### src/vjsel_pkg.sv
package vjsel_pkg;
	localparam int NCH = 4;
	localparam int PROG_CYCLE_MS = 5;
	localparam int WINDOW_MS = 20;
	localparam int HIST = WINDOW_MS / PROG_CYCLE_MS;
	localparam int CLK_KHZ = 200000;
	localparam int TRIP_HOLD_MS = 20;
	localparam int TRIP_HOLD_CYC = TRIP_HOLD_MS * CLK_KHZ;
	localparam int BLOCK_LEAD_MS = 5;
	localparam int REC_DEPTH = 12;
	localparam int TS_W = 40;
	localparam int DIFF_W = 17;
	localparam int QUO_W = 23;
	localparam int REC_W = 81;
	localparam int REC_GRP_LO = 0;
	localparam int REC_ALM_LO = 3;
	localparam int REC_TRP_LO = 20;
	localparam int REC_FLT_LO = 37;
	localparam int REC_CODE_LO = 39;
	localparam int REC_TS_LO = 41;
	localparam logic [6:0] RATIO_SCALE = 7'h64;
	localparam logic [15:0] RATIO_MAX = 16'h8CA0;
	localparam int CTRL_ALM_EN = 0;
	localparam int CTRL_FORCE_EN = 1;
	localparam int CTRL_FORCE_LO = 2;
	localparam int CTRL_MASK_LO = 4;
	localparam int CTRL_ALL = 8;
	localparam int CTRL_GRP_LO = 9;
	localparam logic [11:0] CTRL_RST = 12'h070;
	localparam logic [15:0] UVLIM_RST = 16'h251C;
	localparam logic [15:0] TRIP_SET_RST = 16'h01F4;
	localparam logic [15:0] ALM_SET_RST = 16'h01F4;
	localparam logic [5:0] EVCFG_RST = 6'h3F;
	localparam int EV_BLK_ON = 0;
	localparam int EV_BLK_OFF = 1;
	localparam int EV_TRP_ON = 2;
	localparam int EV_TRP_OFF = 3;
	localparam int EV_ALM_ON = 4;
	localparam int EV_ALM_OFF = 5;
	localparam logic [1:0] REC_BLK = 2'h0;
	localparam logic [1:0] REC_TRP = 2'h1;
	localparam logic [1:0] REC_ALM = 2'h2;
	localparam logic [7:0] A_CTRL = 8'h00;
	localparam logic [7:0] A_UVLIM = 8'h04;
	localparam logic [7:0] A_TRIP_SET = 8'h08;
	localparam logic [7:0] A_ALM_SET = 8'h0C;
	localparam logic [7:0] A_EVCFG = 8'h10;
	localparam logic [7:0] A_STATUS = 8'h14;
	localparam logic [7:0] A_IRQ_STAT = 8'h18;
	localparam logic [7:0] A_IRQ_MASK = 8'h1C;
	localparam logic [7:0] A_CNT_CLR = 8'h20;
	localparam logic [7:0] A_CNT_ALM = 8'h24;
	localparam logic [7:0] A_CNT_TRP = 8'h28;
	localparam logic [7:0] A_CNT_BLK = 8'h2C;
	localparam logic [3:0] A_ANG_HI = 4'h3;
	localparam logic [3:0] A_RAT_HI = 4'h4;
	localparam logic [7:0] A_REC_SEL = 8'h50;
	localparam logic [7:0] A_REC_TLO = 8'h54;
	localparam logic [7:0] A_REC_THI = 8'h58;
	localparam logic [7:0] A_REC_INFO = 8'h5C;
	localparam logic [7:0] A_REC_TRP = 8'h60;
	localparam logic [7:0] A_REC_ALM = 8'h64;
	typedef enum logic [1:0] {
		VJSEL_NORMAL = 2'b00,
		VJSEL_BLOCKED = 2'b01,
		VJSEL_TRIP = 2'b10,
		VJSEL_ALARM = 2'b11
	} vjsel_state_t;
endpackage : vjsel_pkg

### src/vjsel_rec_mem.sv
`timescale 1ns/100ps
`default_nettype none
module vjsel_rec_mem (
	input wire logic clk_sys_in,
	input wire logic wr_en_in,
	input wire logic [3:0] wr_addr_in,
	input wire logic [vjsel_pkg::REC_W-1:0] wr_data_in,
	input wire logic [3:0] rd_addr_in,
	output logic [vjsel_pkg::REC_W-1:0] rd_data_out
);
	logic [vjsel_pkg::REC_W-1:0] mem [vjsel_pkg::REC_DEPTH];

	always_ff @(posedge clk_sys_in)
	begin
		if (wr_en_in)
		begin
			mem[wr_addr_in] <= wr_data_in;
		end
		rd_data_out <= mem[rd_addr_in];
	end
endmodule : vjsel_rec_mem
`default_nettype wire

### src/vjsel_top.sv
// The address-and-strobe port and the address map were chosen for this implementation.
`timescale 1ns/100ps
`default_nettype none
module vjsel_top #(
	parameter int TRIP_HOLD_CYC = vjsel_pkg::TRIP_HOLD_CYC
) (
	input wire logic clk_sys_in,
	input wire logic rst_in,
	input wire logic cycle_start_in,
	input wire logic block_in,
	input wire logic [vjsel_pkg::TS_W-1:0] ts_ms_in,
	input wire logic [vjsel_pkg::NCH-1:0][15:0] angle_in,
	input wire logic [vjsel_pkg::NCH-1:0][15:0] volt_in,
	input wire logic [vjsel_pkg::NCH-1:0] ch_avail_in,
	input wire logic [7:0] reg_addr_in,
	input wire logic [31:0] reg_wdata_in,
	input wire logic reg_wr_in,
	input wire logic reg_rd_in,
	output logic [31:0] reg_rdata_out,
	output logic [1:0] status_out,
	output logic sel_ok_out,
	output logic blocked_out,
	output logic trip_out,
	output logic alarm_out,
	output logic evt_valid_out,
	output logic [5:0] evt_mask_out,
	output logic [vjsel_pkg::TS_W-1:0] evt_time_out,
	output logic irq_out
);
	localparam int N = vjsel_pkg::NCH;
	localparam int H = vjsel_pkg::HIST;
	localparam int DW = vjsel_pkg::DIFF_W;
	localparam int QW = vjsel_pkg::QUO_W;
	localparam int RW = vjsel_pkg::REC_W;
	localparam int TW = $clog2(TRIP_HOLD_CYC + 1);

	logic [11:0] ctrl, next_ctrl;
	logic [15:0] uvlim, next_uvlim, trip_set, next_trip_set, alm_set, next_alm_set;
	logic [5:0] evcfg, next_evcfg, irq_stat, next_irq_stat, irq_mask, next_irq_mask;
	logic [3:0] rec_sel, next_rec_sel;
	logic [2:0] cnt_clr;
	logic [31:0] next_rdata;
	logic [H-1:0][N-1:0][15:0] hist, next_hist;
	logic [N-1:0][DW-1:0] diff, next_diff;
	logic blk_s, next_blk_s, eval, next_eval;
	logic busy, next_busy;
	logic [1:0] ch, next_ch;
	logic [4:0] dcnt, next_dcnt;
	logic [16:0] rem, next_rem, sh;
	logic [QW-1:0] quo, next_quo;
	logic [N-1:0][15:0] ratio, next_ratio;
	logic trip_pu_d, next_trip_pu_d, alm_pu_d, next_alm_pu_d;
	logic next_blk, next_trip, next_alm, next_sel_ok;
	logic [TW-1:0] timer, next_timer;
	vjsel_pkg::vjsel_state_t next_status;
	logic [5:0] ev;
	logic [2:0][31:0] cnt, next_cnt;
	logic [3:0] wr_ptr, next_wr_ptr, rec_cnt, next_rec_cnt, rd_idx;
	logic [4:0] t;
	logic rec_we;
	logic [1:0] code, fault;
	logic [N-1:0] fv;
	logic [RW-1:0] rec_wdata, rec_rdata;
	logic [N-1:0] ex_trip, ex_alm, uvc, mask, mon;
	logic [N-1:0][DW-1:0] adiff;
	logic trip_pu, alm_pu, uv_blk, blk_cond, rise_t, rise_a;

	assign mask = ctrl[vjsel_pkg::CTRL_MASK_LO +: N];
	assign mon = mask & ch_avail_in;

	for (genvar i = 0; i < N; i++)
	begin : g_ch
		assign adiff[i] = diff[i][DW-1] ? DW'(~diff[i] + 1'h1) : diff[i];
		assign ex_trip[i] = adiff[i] >= {1'h0, trip_set};
		assign ex_alm[i] = adiff[i] >= {1'h0, alm_set};
		assign uvc[i] = volt_in[i] < uvlim;
	end

	// Any or all of the monitored channels must pick up
	always_comb
	begin
		if (ctrl[vjsel_pkg::CTRL_ALL])
		begin
			trip_pu = (|mon) && ((ex_trip & mon) == mon);
			alm_pu = (|mon) && ((ex_alm & mon) == mon);
		end
		else
		begin
			trip_pu = |(ex_trip & mon);
			alm_pu = |(ex_alm & mon);
		end
		alm_pu = alm_pu && ctrl[vjsel_pkg::CTRL_ALM_EN];
		uv_blk = |(uvc & mon);
		blk_cond = blk_s | uv_blk;
		rise_t = eval & trip_pu & ~trip_pu_d;
		rise_a = eval & alm_pu & ~alm_pu_d;
	end

	// Measurement history, block sampling and ratio divider
	always_comb
	begin
		next_hist = hist;
		next_diff = diff;
		next_blk_s = blk_s;
		next_eval = cycle_start_in;
		next_busy = busy;
		next_ch = ch;
		next_dcnt = dcnt;
		next_rem = rem;
		next_quo = quo;
		next_ratio = ratio;
		sh = {rem[15:0], quo[QW-1]};
		if (cycle_start_in)
		begin
			next_blk_s = block_in;
			next_hist[0] = angle_in;
			for (int h = 1; h < H; h++)
			begin
				next_hist[h] = hist[h-1];
			end
			for (int i = 0; i < N; i++)
			begin
				next_diff[i] = DW'($signed(angle_in[i])) - DW'($signed(hist[H-1][i]));
			end
		end
		if (eval && !busy)
		begin
			next_busy = 1'h1;
			next_ch = 2'h0;
			next_dcnt = 5'(QW);
			next_rem = 17'h0_0000;
			next_quo = QW'(volt_in[0]) * QW'(vjsel_pkg::RATIO_SCALE);
		end
		else if (busy && dcnt == 5'h00)
		begin
			next_ratio[ch] = (quo > QW'(vjsel_pkg::RATIO_MAX)) ? vjsel_pkg::RATIO_MAX
				: quo[15:0];
			if (ch == 2'(N - 1))
			begin
				next_busy = 1'h0;
			end
			else
			begin
				next_ch = ch + 2'h1;
				next_dcnt = 5'(QW);
				next_rem = 17'h0_0000;
				next_quo = QW'(volt_in[ch + 2'h1]) * QW'(vjsel_pkg::RATIO_SCALE);
			end
		end
		else if (busy)
		begin
			next_dcnt = dcnt - 5'h01;
			if (sh >= {1'h0, uvlim})
			begin
				next_rem = sh - {1'h0, uvlim};
				next_quo = {quo[QW-2:0], 1'h1};
			end
			else
			begin
				next_rem = sh;
				next_quo = {quo[QW-2:0], 1'h0};
			end
		end
	end

	always_ff @(posedge clk_sys_in)
	begin
		if (rst_in)
		begin
			hist <= '0;
			diff <= '0;
			blk_s <= 1'h0;
			eval <= 1'h0;
			busy <= 1'h0;
			ch <= 2'h0;
			dcnt <= 5'h00;
			rem <= '0;
			quo <= '0;
			ratio <= '0;
		end
		else
		begin
			hist <= next_hist;
			diff <= next_diff;
			blk_s <= next_blk_s;
			eval <= next_eval;
			busy <= next_busy;
			ch <= next_ch;
			dcnt <= next_dcnt;
			rem <= next_rem;
			quo <= next_quo;
			ratio <= next_ratio;
		end
	end

	// Protection state, events, counters and records
	always_comb
	begin
		next_trip_pu_d = eval ? trip_pu : trip_pu_d;
		next_alm_pu_d = eval ? alm_pu : alm_pu_d;
		next_trip = trip_out;
		next_timer = timer;
		if (trip_out)
		begin
			if (timer == '0)
			begin
				next_trip = 1'h0;
			end
			else
			begin
				next_timer = timer - 1'h1;
			end
		end
		if (rise_t && !blk_cond)
		begin
			next_trip = 1'h1;
			next_timer = TW'(TRIP_HOLD_CYC - 1);
		end
		next_alm = eval ? (alm_pu & (alarm_out | (rise_a & ~blk_cond))) : alarm_out;
		next_blk = eval ? (uv_blk | (blk_s & (trip_pu | alm_pu)
			& (blocked_out | rise_t | rise_a))) : blocked_out;
		next_sel_ok = (|mask) && ((mask & ~ch_avail_in) == '0);
		if (ctrl[vjsel_pkg::CTRL_FORCE_EN])
			next_status = vjsel_pkg::vjsel_state_t'(ctrl[vjsel_pkg::CTRL_FORCE_LO +: 2]);
		else if (next_blk)
			next_status = vjsel_pkg::VJSEL_BLOCKED;
		else if (next_trip)
			next_status = vjsel_pkg::VJSEL_TRIP;
		else if (next_alm)
			next_status = vjsel_pkg::VJSEL_ALARM;
		else
			next_status = vjsel_pkg::VJSEL_NORMAL;
		ev[vjsel_pkg::EV_BLK_ON] = next_blk & ~blocked_out;
		ev[vjsel_pkg::EV_BLK_OFF] = ~next_blk & blocked_out;
		ev[vjsel_pkg::EV_TRP_ON] = next_trip & ~trip_out;
		ev[vjsel_pkg::EV_TRP_OFF] = ~next_trip & trip_out;
		ev[vjsel_pkg::EV_ALM_ON] = next_alm & ~alarm_out;
		ev[vjsel_pkg::EV_ALM_OFF] = ~next_alm & alarm_out;
		for (int k = 0; k < 3; k++)
		begin
			next_cnt[k] = cnt_clr[k] ? 32'h0000_0000 : cnt[k];
			if (ev[2 * (2 - k)])
			begin
				next_cnt[k] = next_cnt[k] + 32'h0000_0001;
			end
		end
		rec_we = ev[vjsel_pkg::EV_BLK_ON] | ev[vjsel_pkg::EV_TRP_ON] | ev[vjsel_pkg::EV_ALM_ON];
		code = ev[vjsel_pkg::EV_BLK_ON] ? vjsel_pkg::REC_BLK
			: ev[vjsel_pkg::EV_TRP_ON] ? vjsel_pkg::REC_TRP : vjsel_pkg::REC_ALM;
		case (code)
			vjsel_pkg::REC_TRP: fv = ex_trip & mon;
			vjsel_pkg::REC_ALM: fv = ex_alm & mon;
			default: fv = (ex_trip | ex_alm | uvc) & mon;
		endcase
		fault = 2'h0;
		for (int i = N - 1; i >= 0; i--)
		begin
			if (fv[i])
				fault = 2'(i);
		end
		rec_wdata = {ts_ms_in, code, fault,
			(code != vjsel_pkg::REC_ALM) ? diff[fault] : {DW{1'h0}},
			(code != vjsel_pkg::REC_TRP) ? diff[fault] : {DW{1'h0}},
			ctrl[vjsel_pkg::CTRL_GRP_LO +: 3]};
		next_wr_ptr = wr_ptr;
		next_rec_cnt = rec_cnt;
		if (rec_we)
		begin
			next_wr_ptr = (wr_ptr == 4'(vjsel_pkg::REC_DEPTH - 1)) ? 4'h0 : wr_ptr + 4'h1;
			if (rec_cnt != 4'(vjsel_pkg::REC_DEPTH))
				next_rec_cnt = rec_cnt + 4'h1;
		end
		t = 5'(wr_ptr) + 5'(vjsel_pkg::REC_DEPTH - 1) - 5'(rec_sel);
		rd_idx = (t >= 5'(vjsel_pkg::REC_DEPTH)) ? 4'(t - 5'(vjsel_pkg::REC_DEPTH)) : t[3:0];
	end

	always_ff @(posedge clk_sys_in)
	begin
		if (rst_in)
		begin
			trip_pu_d <= 1'h0;
			alm_pu_d <= 1'h0;
			trip_out <= 1'h0;
			alarm_out <= 1'h0;
			blocked_out <= 1'h0;
			timer <= '0;
			status_out <= vjsel_pkg::VJSEL_NORMAL;
			sel_ok_out <= 1'h0;
			evt_valid_out <= 1'h0;
			evt_mask_out <= 6'h00;
			evt_time_out <= '0;
			cnt <= '0;
			wr_ptr <= 4'h0;
			rec_cnt <= 4'h0;
		end
		else
		begin
			trip_pu_d <= next_trip_pu_d;
			alm_pu_d <= next_alm_pu_d;
			trip_out <= next_trip;
			alarm_out <= next_alm;
			blocked_out <= next_blk;
			timer <= next_timer;
			status_out <= next_status;
			sel_ok_out <= next_sel_ok;
			evt_valid_out <= |(ev & evcfg);
			evt_mask_out <= ev & evcfg;
			evt_time_out <= ts_ms_in;
			cnt <= next_cnt;
			wr_ptr <= next_wr_ptr;
			rec_cnt <= next_rec_cnt;
		end
	end

	vjsel_rec_mem u_rec_mem (
		.clk_sys_in(clk_sys_in),
		.wr_en_in(rec_we),
		.wr_addr_in(wr_ptr),
		.wr_data_in(rec_wdata),
		.rd_addr_in(rd_idx),
		.rd_data_out(rec_rdata)
	);

	// Register file and read mux
	always_comb
	begin
		next_ctrl = ctrl;
		next_uvlim = uvlim;
		next_trip_set = trip_set;
		next_alm_set = alm_set;
		next_evcfg = evcfg;
		next_irq_mask = irq_mask;
		next_rec_sel = rec_sel;
		next_irq_stat = irq_stat;
		cnt_clr = 3'h0;
		next_rdata = 32'h0000_0000;
		if (reg_wr_in)
		begin
			case (reg_addr_in)
				vjsel_pkg::A_CTRL: next_ctrl = reg_wdata_in[11:0];
				vjsel_pkg::A_UVLIM: next_uvlim = reg_wdata_in[15:0];
				vjsel_pkg::A_TRIP_SET: next_trip_set = reg_wdata_in[15:0];
				vjsel_pkg::A_ALM_SET: next_alm_set = reg_wdata_in[15:0];
				vjsel_pkg::A_EVCFG: next_evcfg = reg_wdata_in[5:0];
				vjsel_pkg::A_IRQ_STAT: next_irq_stat = irq_stat & ~reg_wdata_in[5:0];
				vjsel_pkg::A_IRQ_MASK: next_irq_mask = reg_wdata_in[5:0];
				vjsel_pkg::A_CNT_CLR: cnt_clr = reg_wdata_in[2:0];
				vjsel_pkg::A_REC_SEL: next_rec_sel = reg_wdata_in[3:0];
				default: next_ctrl = ctrl;
			endcase
		end
		// Set wins over a same-cycle clear
		next_irq_stat = next_irq_stat | ev;
		if (reg_rd_in)
		begin
			case (reg_addr_in)
				vjsel_pkg::A_CTRL: next_rdata = 32'(ctrl);
				vjsel_pkg::A_UVLIM: next_rdata = 32'(uvlim);
				vjsel_pkg::A_TRIP_SET: next_rdata = 32'(trip_set);
				vjsel_pkg::A_ALM_SET: next_rdata = 32'(alm_set);
				vjsel_pkg::A_EVCFG: next_rdata = 32'(evcfg);
				vjsel_pkg::A_STATUS: next_rdata = 32'({rec_cnt, blk_s, sel_ok_out, status_out});
				vjsel_pkg::A_IRQ_STAT: next_rdata = 32'(irq_stat);
				vjsel_pkg::A_IRQ_MASK: next_rdata = 32'(irq_mask);
				vjsel_pkg::A_CNT_ALM: next_rdata = cnt[0];
				vjsel_pkg::A_CNT_TRP: next_rdata = cnt[1];
				vjsel_pkg::A_CNT_BLK: next_rdata = cnt[2];
				vjsel_pkg::A_REC_SEL: next_rdata = 32'(rec_sel);
				vjsel_pkg::A_REC_TLO: next_rdata = rec_rdata[vjsel_pkg::REC_TS_LO +: 32];
				vjsel_pkg::A_REC_THI: next_rdata = 32'(rec_rdata[RW-1 -: 8]);
				vjsel_pkg::A_REC_INFO: next_rdata = 32'({rec_rdata[vjsel_pkg::REC_GRP_LO +: 3],
					rec_rdata[vjsel_pkg::REC_FLT_LO +: 2], rec_rdata[vjsel_pkg::REC_CODE_LO +: 2]});
				vjsel_pkg::A_REC_TRP: next_rdata = 32'($signed(rec_rdata[vjsel_pkg::REC_TRP_LO +: DW]));
				vjsel_pkg::A_REC_ALM: next_rdata = 32'($signed(rec_rdata[vjsel_pkg::REC_ALM_LO +: DW]));
				default:
				begin
					if (reg_addr_in[7:4] == vjsel_pkg::A_ANG_HI)
						next_rdata = 32'($signed(diff[reg_addr_in[3:2]]));
					else if (reg_addr_in[7:4] == vjsel_pkg::A_RAT_HI)
						next_rdata = 32'(ratio[reg_addr_in[3:2]]);
				end
			endcase
			// Unwritten record slots read as zero
			if (reg_addr_in >= vjsel_pkg::A_REC_TLO && rec_sel >= rec_cnt)
				next_rdata = 32'h0000_0000;
		end
	end

	always_ff @(posedge clk_sys_in)
	begin
		if (rst_in)
		begin
			ctrl <= vjsel_pkg::CTRL_RST;
			uvlim <= vjsel_pkg::UVLIM_RST;
			trip_set <= vjsel_pkg::TRIP_SET_RST;
			alm_set <= vjsel_pkg::ALM_SET_RST;
			evcfg <= vjsel_pkg::EVCFG_RST;
			irq_stat <= 6'h00;
			irq_mask <= 6'h00;
			rec_sel <= 4'h0;
			reg_rdata_out <= 32'h0000_0000;
			irq_out <= 1'h0;
		end
		else
		begin
			ctrl <= next_ctrl;
			uvlim <= next_uvlim;
			trip_set <= next_trip_set;
			alm_set <= next_alm_set;
			evcfg <= next_evcfg;
			irq_stat <= next_irq_stat;
			irq_mask <= next_irq_mask;
			rec_sel <= next_rec_sel;
			reg_rdata_out <= next_rdata;
			irq_out <= |(next_irq_stat & next_irq_mask);
		end
	end
endmodule : vjsel_top
`default_nettype wire

### config.mk
export PLATFORM = sky130hd
export DESIGN_NAME = vjsel_top
export DESIGN_NICKNAME = d
export VERILOG_FILES = /design/src/vjsel_pkg.sv /design/src/vjsel_rec_mem.sv /design/src/vjsel_top.sv
export SDC_FILE = /design/constraint.sdc
export NUM_CORES = 2
export LEC_CHECK = 0
export BUFFER_PORTS_ARGS = -buffer_cell sky130_fd_sc_hd__buf_4
export CORE_MARGIN = 1
export CORE_UTILIZATION = 35
export DETAILED_ROUTE_END_ITERATION = 8
export PLACE_DENSITY_LB_ADDON = 0.25
export SLEW_MARGIN = 40
export SYNTH_ARGS = -nofsm -noshare
export SYNTH_HDL_FRONTEND = slang
export SYNTH_SLANG_ARGS = --single-unit
### constraint.sdc
create_clock -name clk_sys_in -period 19.8 [get_ports clk_sys_in]
set_input_delay 1.98 -clock clk_sys_in [delete_from_list [all_inputs] [get_ports clk_sys_in]]
set_output_delay 1.98 -clock clk_sys_in [all_outputs]
set_load 0.02 [all_outputs]
## Yosys cells after proc, flatten, opt, wreduce, memory -nomap -nowiden

Memories as Yosys holds them, arrays and structs flattened. A register that Yosys moved wholly into a read port is not among the register bits.
Cells that the tools add are included.

- Register bits after elaboration: 733
- Memory bits (writable): 972
- Bits of input ports: 218
- Logic and storage cells: 307
- Memories kept: 1

Memories:

| memory | depth | width | read ports | clocked after memory_dff | wr ports | RTL line | text |
|---|---|---|---|---|---|---|---|
| u_rec_mem.mem | 12 | 81 | 1 | 1 | 1 | vjsel_rec_mem.sv:11 | `logic [vjsel_pkg::REC_W-1:0] mem [vjsel_pkg::REC_DEPTH];` |

- $add $sub $neg: 20
- Multiply operators: 2
- Magnitude comparators: 22
- Equal/unequal tests: 31
- Mux-type cells: 74
- Bitwise operators: 53
- Reduce and logical (&&, ||, !) cells: 44

Operator list:

| kind | count |
|---|---|
| 32-bit case mux with 17 select lines | 1 |
| 32-bit two-way mux | 7 |
| 17-bit by 16-bit >= comparator with 1-bit output | 9 |
| 16-bit two-way mux | 9 |
| 17-bit two-way mux | 8 |
| 32-bit by 1-bit adder with 32-bit output (second input constant) | 3 |
| 23-bit two-way mux | 4 |
| 17-bit by 1-bit adder with 17-bit output (second input constant) | 4 |
| 17-bit binary-select mux with 2-bit select | 2 |
| 17-bit NOT | 4 |
| 16-bit by 16-bit subtractor with 17-bit output | 4 |
| 22-bit two-way mux | 3 |
| 16-bit binary-select mux with 2-bit select | 2 |
| 64-bit bitwise mux | 1 |
| 16-bit < comparator | 4 |
| 8-bit by 7-bit equality test with 1-bit output (second input constant) | 6 |
| 16-bit by 5-bit multiplier with 21-bit output (second input constant) | 2 |
| 16-bit demux with 2-bit select | 1 |
| 8-bit by 5-bit equality test with 1-bit output (second input constant) | 4 |
| 8-bit by 6-bit equality test with 1-bit output (second input constant) | 4 |
| 2-bit AND reduction | 14 |
| 4-bit AND | 6 |
| 6-bit two-way mux | 4 |
| 23-bit by 16-bit greater-than comparator with 1-bit output (second input constant) | 1 |
| 51 further kinds | 139 |

## Logic depth before layout (Yosys ltp)

- Depth after elaboration: 26
- Depth in mapped cells: 25

## Modules after synthesis

A second synthesis with hierarchy kept.

- Cells, all modules: 6634
- Area total of the unflattened synthesis: 82001.1 um^2

By module, submodules not included:

| module | instances | cells each | area an instance (um^2) |
|---|---|---|---|
| vjsel_top | 1 | 4985 | 42692.2 |
| vjsel_rec_mem | 1 | 1649 | 39309.0 |

## Worst setup path before layout

Ideal clock, no wire load.

- Path kind: input-to-reg
- Start point: input volt_in[41] in the netlist's numbering
- End point: memory u_rec_mem.mem[0][0] in the netlist's numbering, enable pin
- Data arrival time: 10.952 ns
- Data required time: 19.180 ns
- Setup slack: 8.228 ns
- Cell stages on the path: 14
- Cells stage by stage: ha_1 -> and4_1 -> a2111o_1 -> a2111oi_0 -> o2111ai_1 -> and3_1 -> and2_0 -> nor3_1 -> or2_2 -> clkbuf_1 -> or3b_2 -> buf_2 -> nand2_1 -> nor3_1

- Cells in the longest elaborated chain, start to end: 13
- Elaborated cells on any way between the ends: 21
- Those cells by class: order compare: 1; mux: 5; bitwise: 12; reduce/logical: 3

RTL lines:

| what | RTL line | text |
|---|---|---|
| from (decl) | vjsel_top.sv:13 | `input wire logic [vjsel_pkg::NCH-1:0][15:0] volt_in,` |
| 16-bit < comparator * | vjsel_top.sv:76 | `assign uvc[i] = volt_in[i] < uvlim;` |
| 4-bit AND * | vjsel_top.sv:93 | `uv_blk = \|(uvc & mon);` |
| 4-bit OR reduction * | vjsel_top.sv:93 |  |
| 1-bit bitwise OR | vjsel_top.sv:94 | `blk_cond = blk_s \| uv_blk;` |
| 1-bit NOT | vjsel_top.sv:219 | `next_alm = eval ? (alm_pu & (alarm_out \| (rise_a & ~blk_cond))) : alarm_out;` |
| 1-bit AND | vjsel_top.sv:219 |  |
| 1-bit bitwise OR | vjsel_top.sv:219 |  |
| 1-bit AND | vjsel_top.sv:219 |  |
| 1-bit two-way mux | vjsel_top.sv:219 |  |
| 1-bit AND | vjsel_top.sv:237 | `ev[vjsel_pkg::EV_ALM_ON] = next_alm & ~alarm_out;` |
| 1-bit bitwise OR * | vjsel_top.sv:247 | `rec_we = ev[vjsel_pkg::EV_BLK_ON] \| ev[vjsel_pkg::EV_TRP_ON] \| ev[vjsel_pkg::EV_ALM_ON];` |
| 1-bit two-way mux * | vjsel_rec_mem.sv:15 | `if (wr_en_in)` |
| 1-bit two-way mux (implied by the code) * | vjsel_rec_mem.sv:17 | `mem[wr_addr_in] <= wr_data_in;` |
| to (decl) | vjsel_rec_mem.sv:11 |  |

Every way passes the cells marked *; elsewhere a longest branch is shown, timed or not.

## Worst setup path after layout

- Start point: register diff[0] in the netlist's numbering
- End point: memory u_rec_mem.mem[11][37] in the netlist's numbering, enable pin

- Cells in the longest elaborated chain, start to end: 20
- Elaborated cells on any way between the ends: 40
- Those cells by class: add/sub: 1; order compare: 2; eq/ne: 2; mux: 8; bitwise: 21; reduce/logical: 6

RTL lines:

| what | RTL line | text |
|---|---|---|
| from (decl) | vjsel_top.sv:44 | `logic [N-1:0][DW-1:0] diff, next_diff;` |
| from (signal assigned) | vjsel_top.sv:184 | `diff <= next_diff;` |
| 17-bit NOT | vjsel_top.sv:73 | `assign adiff[i] = diff[i][DW-1] ? DW'(~diff[i] + 1'h1) : diff[i];` |
| 17-bit by 1-bit adder with 17-bit output | vjsel_top.sv:73 |  |
| 17-bit two-way mux * | vjsel_top.sv:73 |  |
| 17-bit by 16-bit >= comparator with 1-bit output (on tied branches) | vjsel_top.sv:74, vjsel_top.sv:75 |  |
| 4-bit AND (on tied branches) | n/a |  |
| 4-bit equality test (on tied branches) | vjsel_top.sv:84, vjsel_top.sv:85 |  |
| 1-bit logical AND (on tied branches) | vjsel_top.sv:84, vjsel_top.sv:85 |  |
| 1-bit two-way mux | vjsel_top.sv:82 | `if (ctrl[vjsel_pkg::CTRL_ALL])` |
| [... 4 more ...] | n/a |  |
| 1-bit AND | vjsel_top.sv:221 | `& (blocked_out \| rise_t \| rise_a))) : blocked_out;` |
| 1-bit bitwise OR | vjsel_top.sv:220 | `next_blk = eval ? (uv_blk \| (blk_s & (trip_pu \| alm_pu)` |
| 1-bit two-way mux | vjsel_top.sv:220 |  |
| 1-bit AND | vjsel_top.sv:233 | `ev[vjsel_pkg::EV_BLK_ON] = next_blk & ~blocked_out;` |
| 1-bit bitwise OR | vjsel_top.sv:247 |  |
| 1-bit bitwise OR * | vjsel_top.sv:247 |  |
| 1-bit two-way mux * | vjsel_rec_mem.sv:15 |  |
| 1-bit two-way mux (implied by the code) * | vjsel_rec_mem.sv:17 |  |

Marked as above.

==> reports/metrics.csv <==
stage;metric;value;unit
run_status;run status;finished clean;
flow_run;Max Cap Viol;0;
floorplanning;Die X;483;um
yosys;top cell type's share of synthesized area;36.0;%
yosys;number of flops mapped to enable cells by yosys;972;
yosys;Synth cell types;91;
floorplanning;Cell Rows;176;
floorplanning;Initial Util;35.2;%
placement;PortBufs;287;
yosys;synth warn;0;
yosys;largest cells by area after synthesis;edfxtp_1, dfxtp_1, mux4_2;
drt;residual DRC count;0;
clock_network;Reg clk slew, reported paths;60;ps
global_route;largest net degree at the start of global routing;180;
yosys;synthesized area;81100;um2
clock_network;Root Driver;clkbuf_16;
critical_path;WS Path Type;flop to flop;
floorplanning;IO Pins;304;
yosys;Synth async-reset ratio;0;%
critical_path;CP Capture Type;flop;
drt;first drt pass iteration count;8;
finish;Layout Area Growth over Synthesis;15.8;%
drt;Final ANT Viol Nets;0;
finish;Finished Core Util;40.8;%
finish;commonest non-fill, non-tap cell in the layout;edfxtp_1;
drt;DRT iter0 DRCs;4769;
critical_path;worst-path fanout max;45;
drt;Post-Route WL;239000;um
drt;Via Count;54400;
clock_network;Setup Buffers After CTS;0;
sta;relative slew slack;39.1;%
floorplanning;die area;234000;um2
finish;fin cells;10100;
yosys;sequential share of the synthesized area;56.1;%
sta;Setup-failing EPs final;0;
power_and_ir_drop;peak supply drop;0.110;mV
sta;Fmax achieved;122;MHz
clock_network;Sink Count;1786;
placement;RePlAce Congestion;0.927;
clock_network;Post-CTS Hold Buffers;0;
global_route;initial antenna violation count;27;
placement;post-place instance area;87100;um2
sta;crit path time final;8180;ps
clock_network;TritonCTS clock tree;yes;
power_and_ir_drop;P_leak;34.8;nW
clock_network;CTS resizes;0;
critical_path;crit path launch type;flop;
global_route;number of global-route vias before repair;53500;
finish;nets@finish;7536;
sta;Hold Fails Final Rpt;0;
sta;total negative slack;0;ps
sta;Least-Margin Pin Slew;914;ps
global_route;GR Util All Layers;20.1;%
power_and_ir_drop;PwrDens;101;nW/um2
finish;# fillers;21500;
yosys;Synthesized Nets;7263;
clock_network;number of H-tree levels;4;
yosys;Synth Flop Type;edfxtp_1;
sta;Tcrit/Tclk final;41.3;%
sta;fin. max-slew vios;0;
yosys;Avg Cell Area, Syn;12.3;um2
critical_path;Worst Path Required;20280;ps
clock_network;worst skew pair latency;850;ps
global_route;remaining global-route overflow;0;
sta;Setup Skew;62.1;ps
placement;DP Cell Count;9720;
placement;HPWL after DPL;164000;um
floorplanning;Vert. Die Dim;483;um
worst_hold_path;HP Class;flop to flop;
yosys;biggest area consumer among synthesized cells;edfxtp_1;
clock_network;Clock Tree Buf Depth;3;
yosys;flops & latches, synth;1786;
finish;fraction of layout cells with a size suffix above 1;15.8;%
drt;vias per std cell;5.39;
drt;Routed WL per cell;23.7;um
clock_network;CTS Buf Count;188;
finish;Non-Filler Cell Area, Final;93900;um2
sta;RSZ-0062 raised after global routing;false;
global_route;first-pass GRT wire length;352000;um
finish;commonest cells after routing, fill and taps aside;edfxtp_1, dfxtp_1, nor2_1, ha_1, mux2i_1;
critical_path;Crit path arrival time;8660;ps
floorplanning;Core Area;230000;um2
yosys;Mapped Cells;6614;
==> sequential cells by signal, indices dropped and copies added, names as in the netlist, 23 cells and up <==
name	count
diff	68
cnt	96
quo	23
u_rec_mem.mem	972
evt_time_out	40
reg_rdata_out	32
hist	256
ratio	64
u_rec_mem.rd_data_out	81
==> metal layers <==
metal / GRT usage, % / wire [um]
met5: 0 / 72
met4: 9.36 / 10300
met3: 2.85 / 11800
met2: 33.0 / 114000
met1: 26.2 / 103000
==> metrics by stage <==
stage	power, mW	worst slack, ps	hold WS [ps]
global placement	5.86	11160	451
floorplan	5.31	8230	437
detailed placement	5.89	11360	451
global route	9.89	11060	500
finish	9.52	11620	461
CTS	9.61	11490	460
==> worst max-delay path, cell delays in order, from the launching register on <==
cell and delay (ps):
dfxtp_1 410, inv_1 210, ha_1 210, or4b_2 650, or2_2 370, o41ai_1 320
xnor2_1 180, ha_1 320, nand2_1 70, nor4_1 570, nand4_1 210, nand4_1 150
o21ai_0 140, o31a_1 350, nor3_2 170, buf_4 560, or2_2 410, or3b_2 380
nand2_1 220, nor2_4 540, buf_4 650, buf_4 660
==> cell usage after synthesis (55+ instances only) <==
library cell    n
edfxtp_1      972
xnor2_1       144
nand3_1        94
o21ai_0       168
mux2i_1       383
nor2b_1        72
xor2_1         66
dfxtp_1       814
clkbuf_1      271
a21oi_1       341
ha_1          403
mux4_2        292
nor3_1        136
nand2_1       372
a22oi_1        81
nand4_1        55
nor2_1        799
inv_1         332
==> final timing paths <==
kind,startpoint,endpoint,cells past startpoint,slack (ps)
max reg2reg,diff[0]$_SDFFE_PP0P_,u_rec_mem.mem[11][37]$_DFFE_PP_,21,11620
max,diff[0]$_SDFFE_PP0P_,u_rec_mem.mem[11][37]$_DFFE_PP_,21,11620
min reg2reg,rem[15]$_SDFFE_PP0P_,rem[15]$_SDFFE_PP0P_,2,460
min,rem[15]$_SDFFE_PP0P_,rem[15]$_SDFFE_PP0P_,2,460
==> power breakdown <==
| group | internal [mW] | leakage [nW] | switching (mW) |
|---|---|---|---|
| Combinational | 0.638 | 16.1 | 0.926 |
| Clock | 2.16 | 3.23 | 1.54 |
| Sequential | 4.12 | 15.5 | 0.131 |
==> cell families after synthesis <==
kind of cell | count (synthesis) | synth area share (%)
AO/OA/AOI/OAI | 1051 | 8.51
XOR/XNOR | 210 | 2.27
adder cells (fa/ha/maj) | 431 | 6.91
buffers and inverters | 663 | 3.12
flip-flops | 1786 | 56.1
multiplexers | 680 | 12.9
AND/OR/NAND/NOR | 1793 | 10.2
==> area by class of cell <==
type                       instances  area (um2)  area share, %
inverter                         333        1250           1.33
timing repair buffer             413        3350           3.56
clock inverter                    87        1210           1.29
tap                             3026        3790           4.03
antenna                           14        35.0         0.0373
multi-input combinational       4165       33400           35.5
clock buffer                     265        5450           5.80
sequential                      1786       45500           48.4
(Power assumes the default switching activity.)
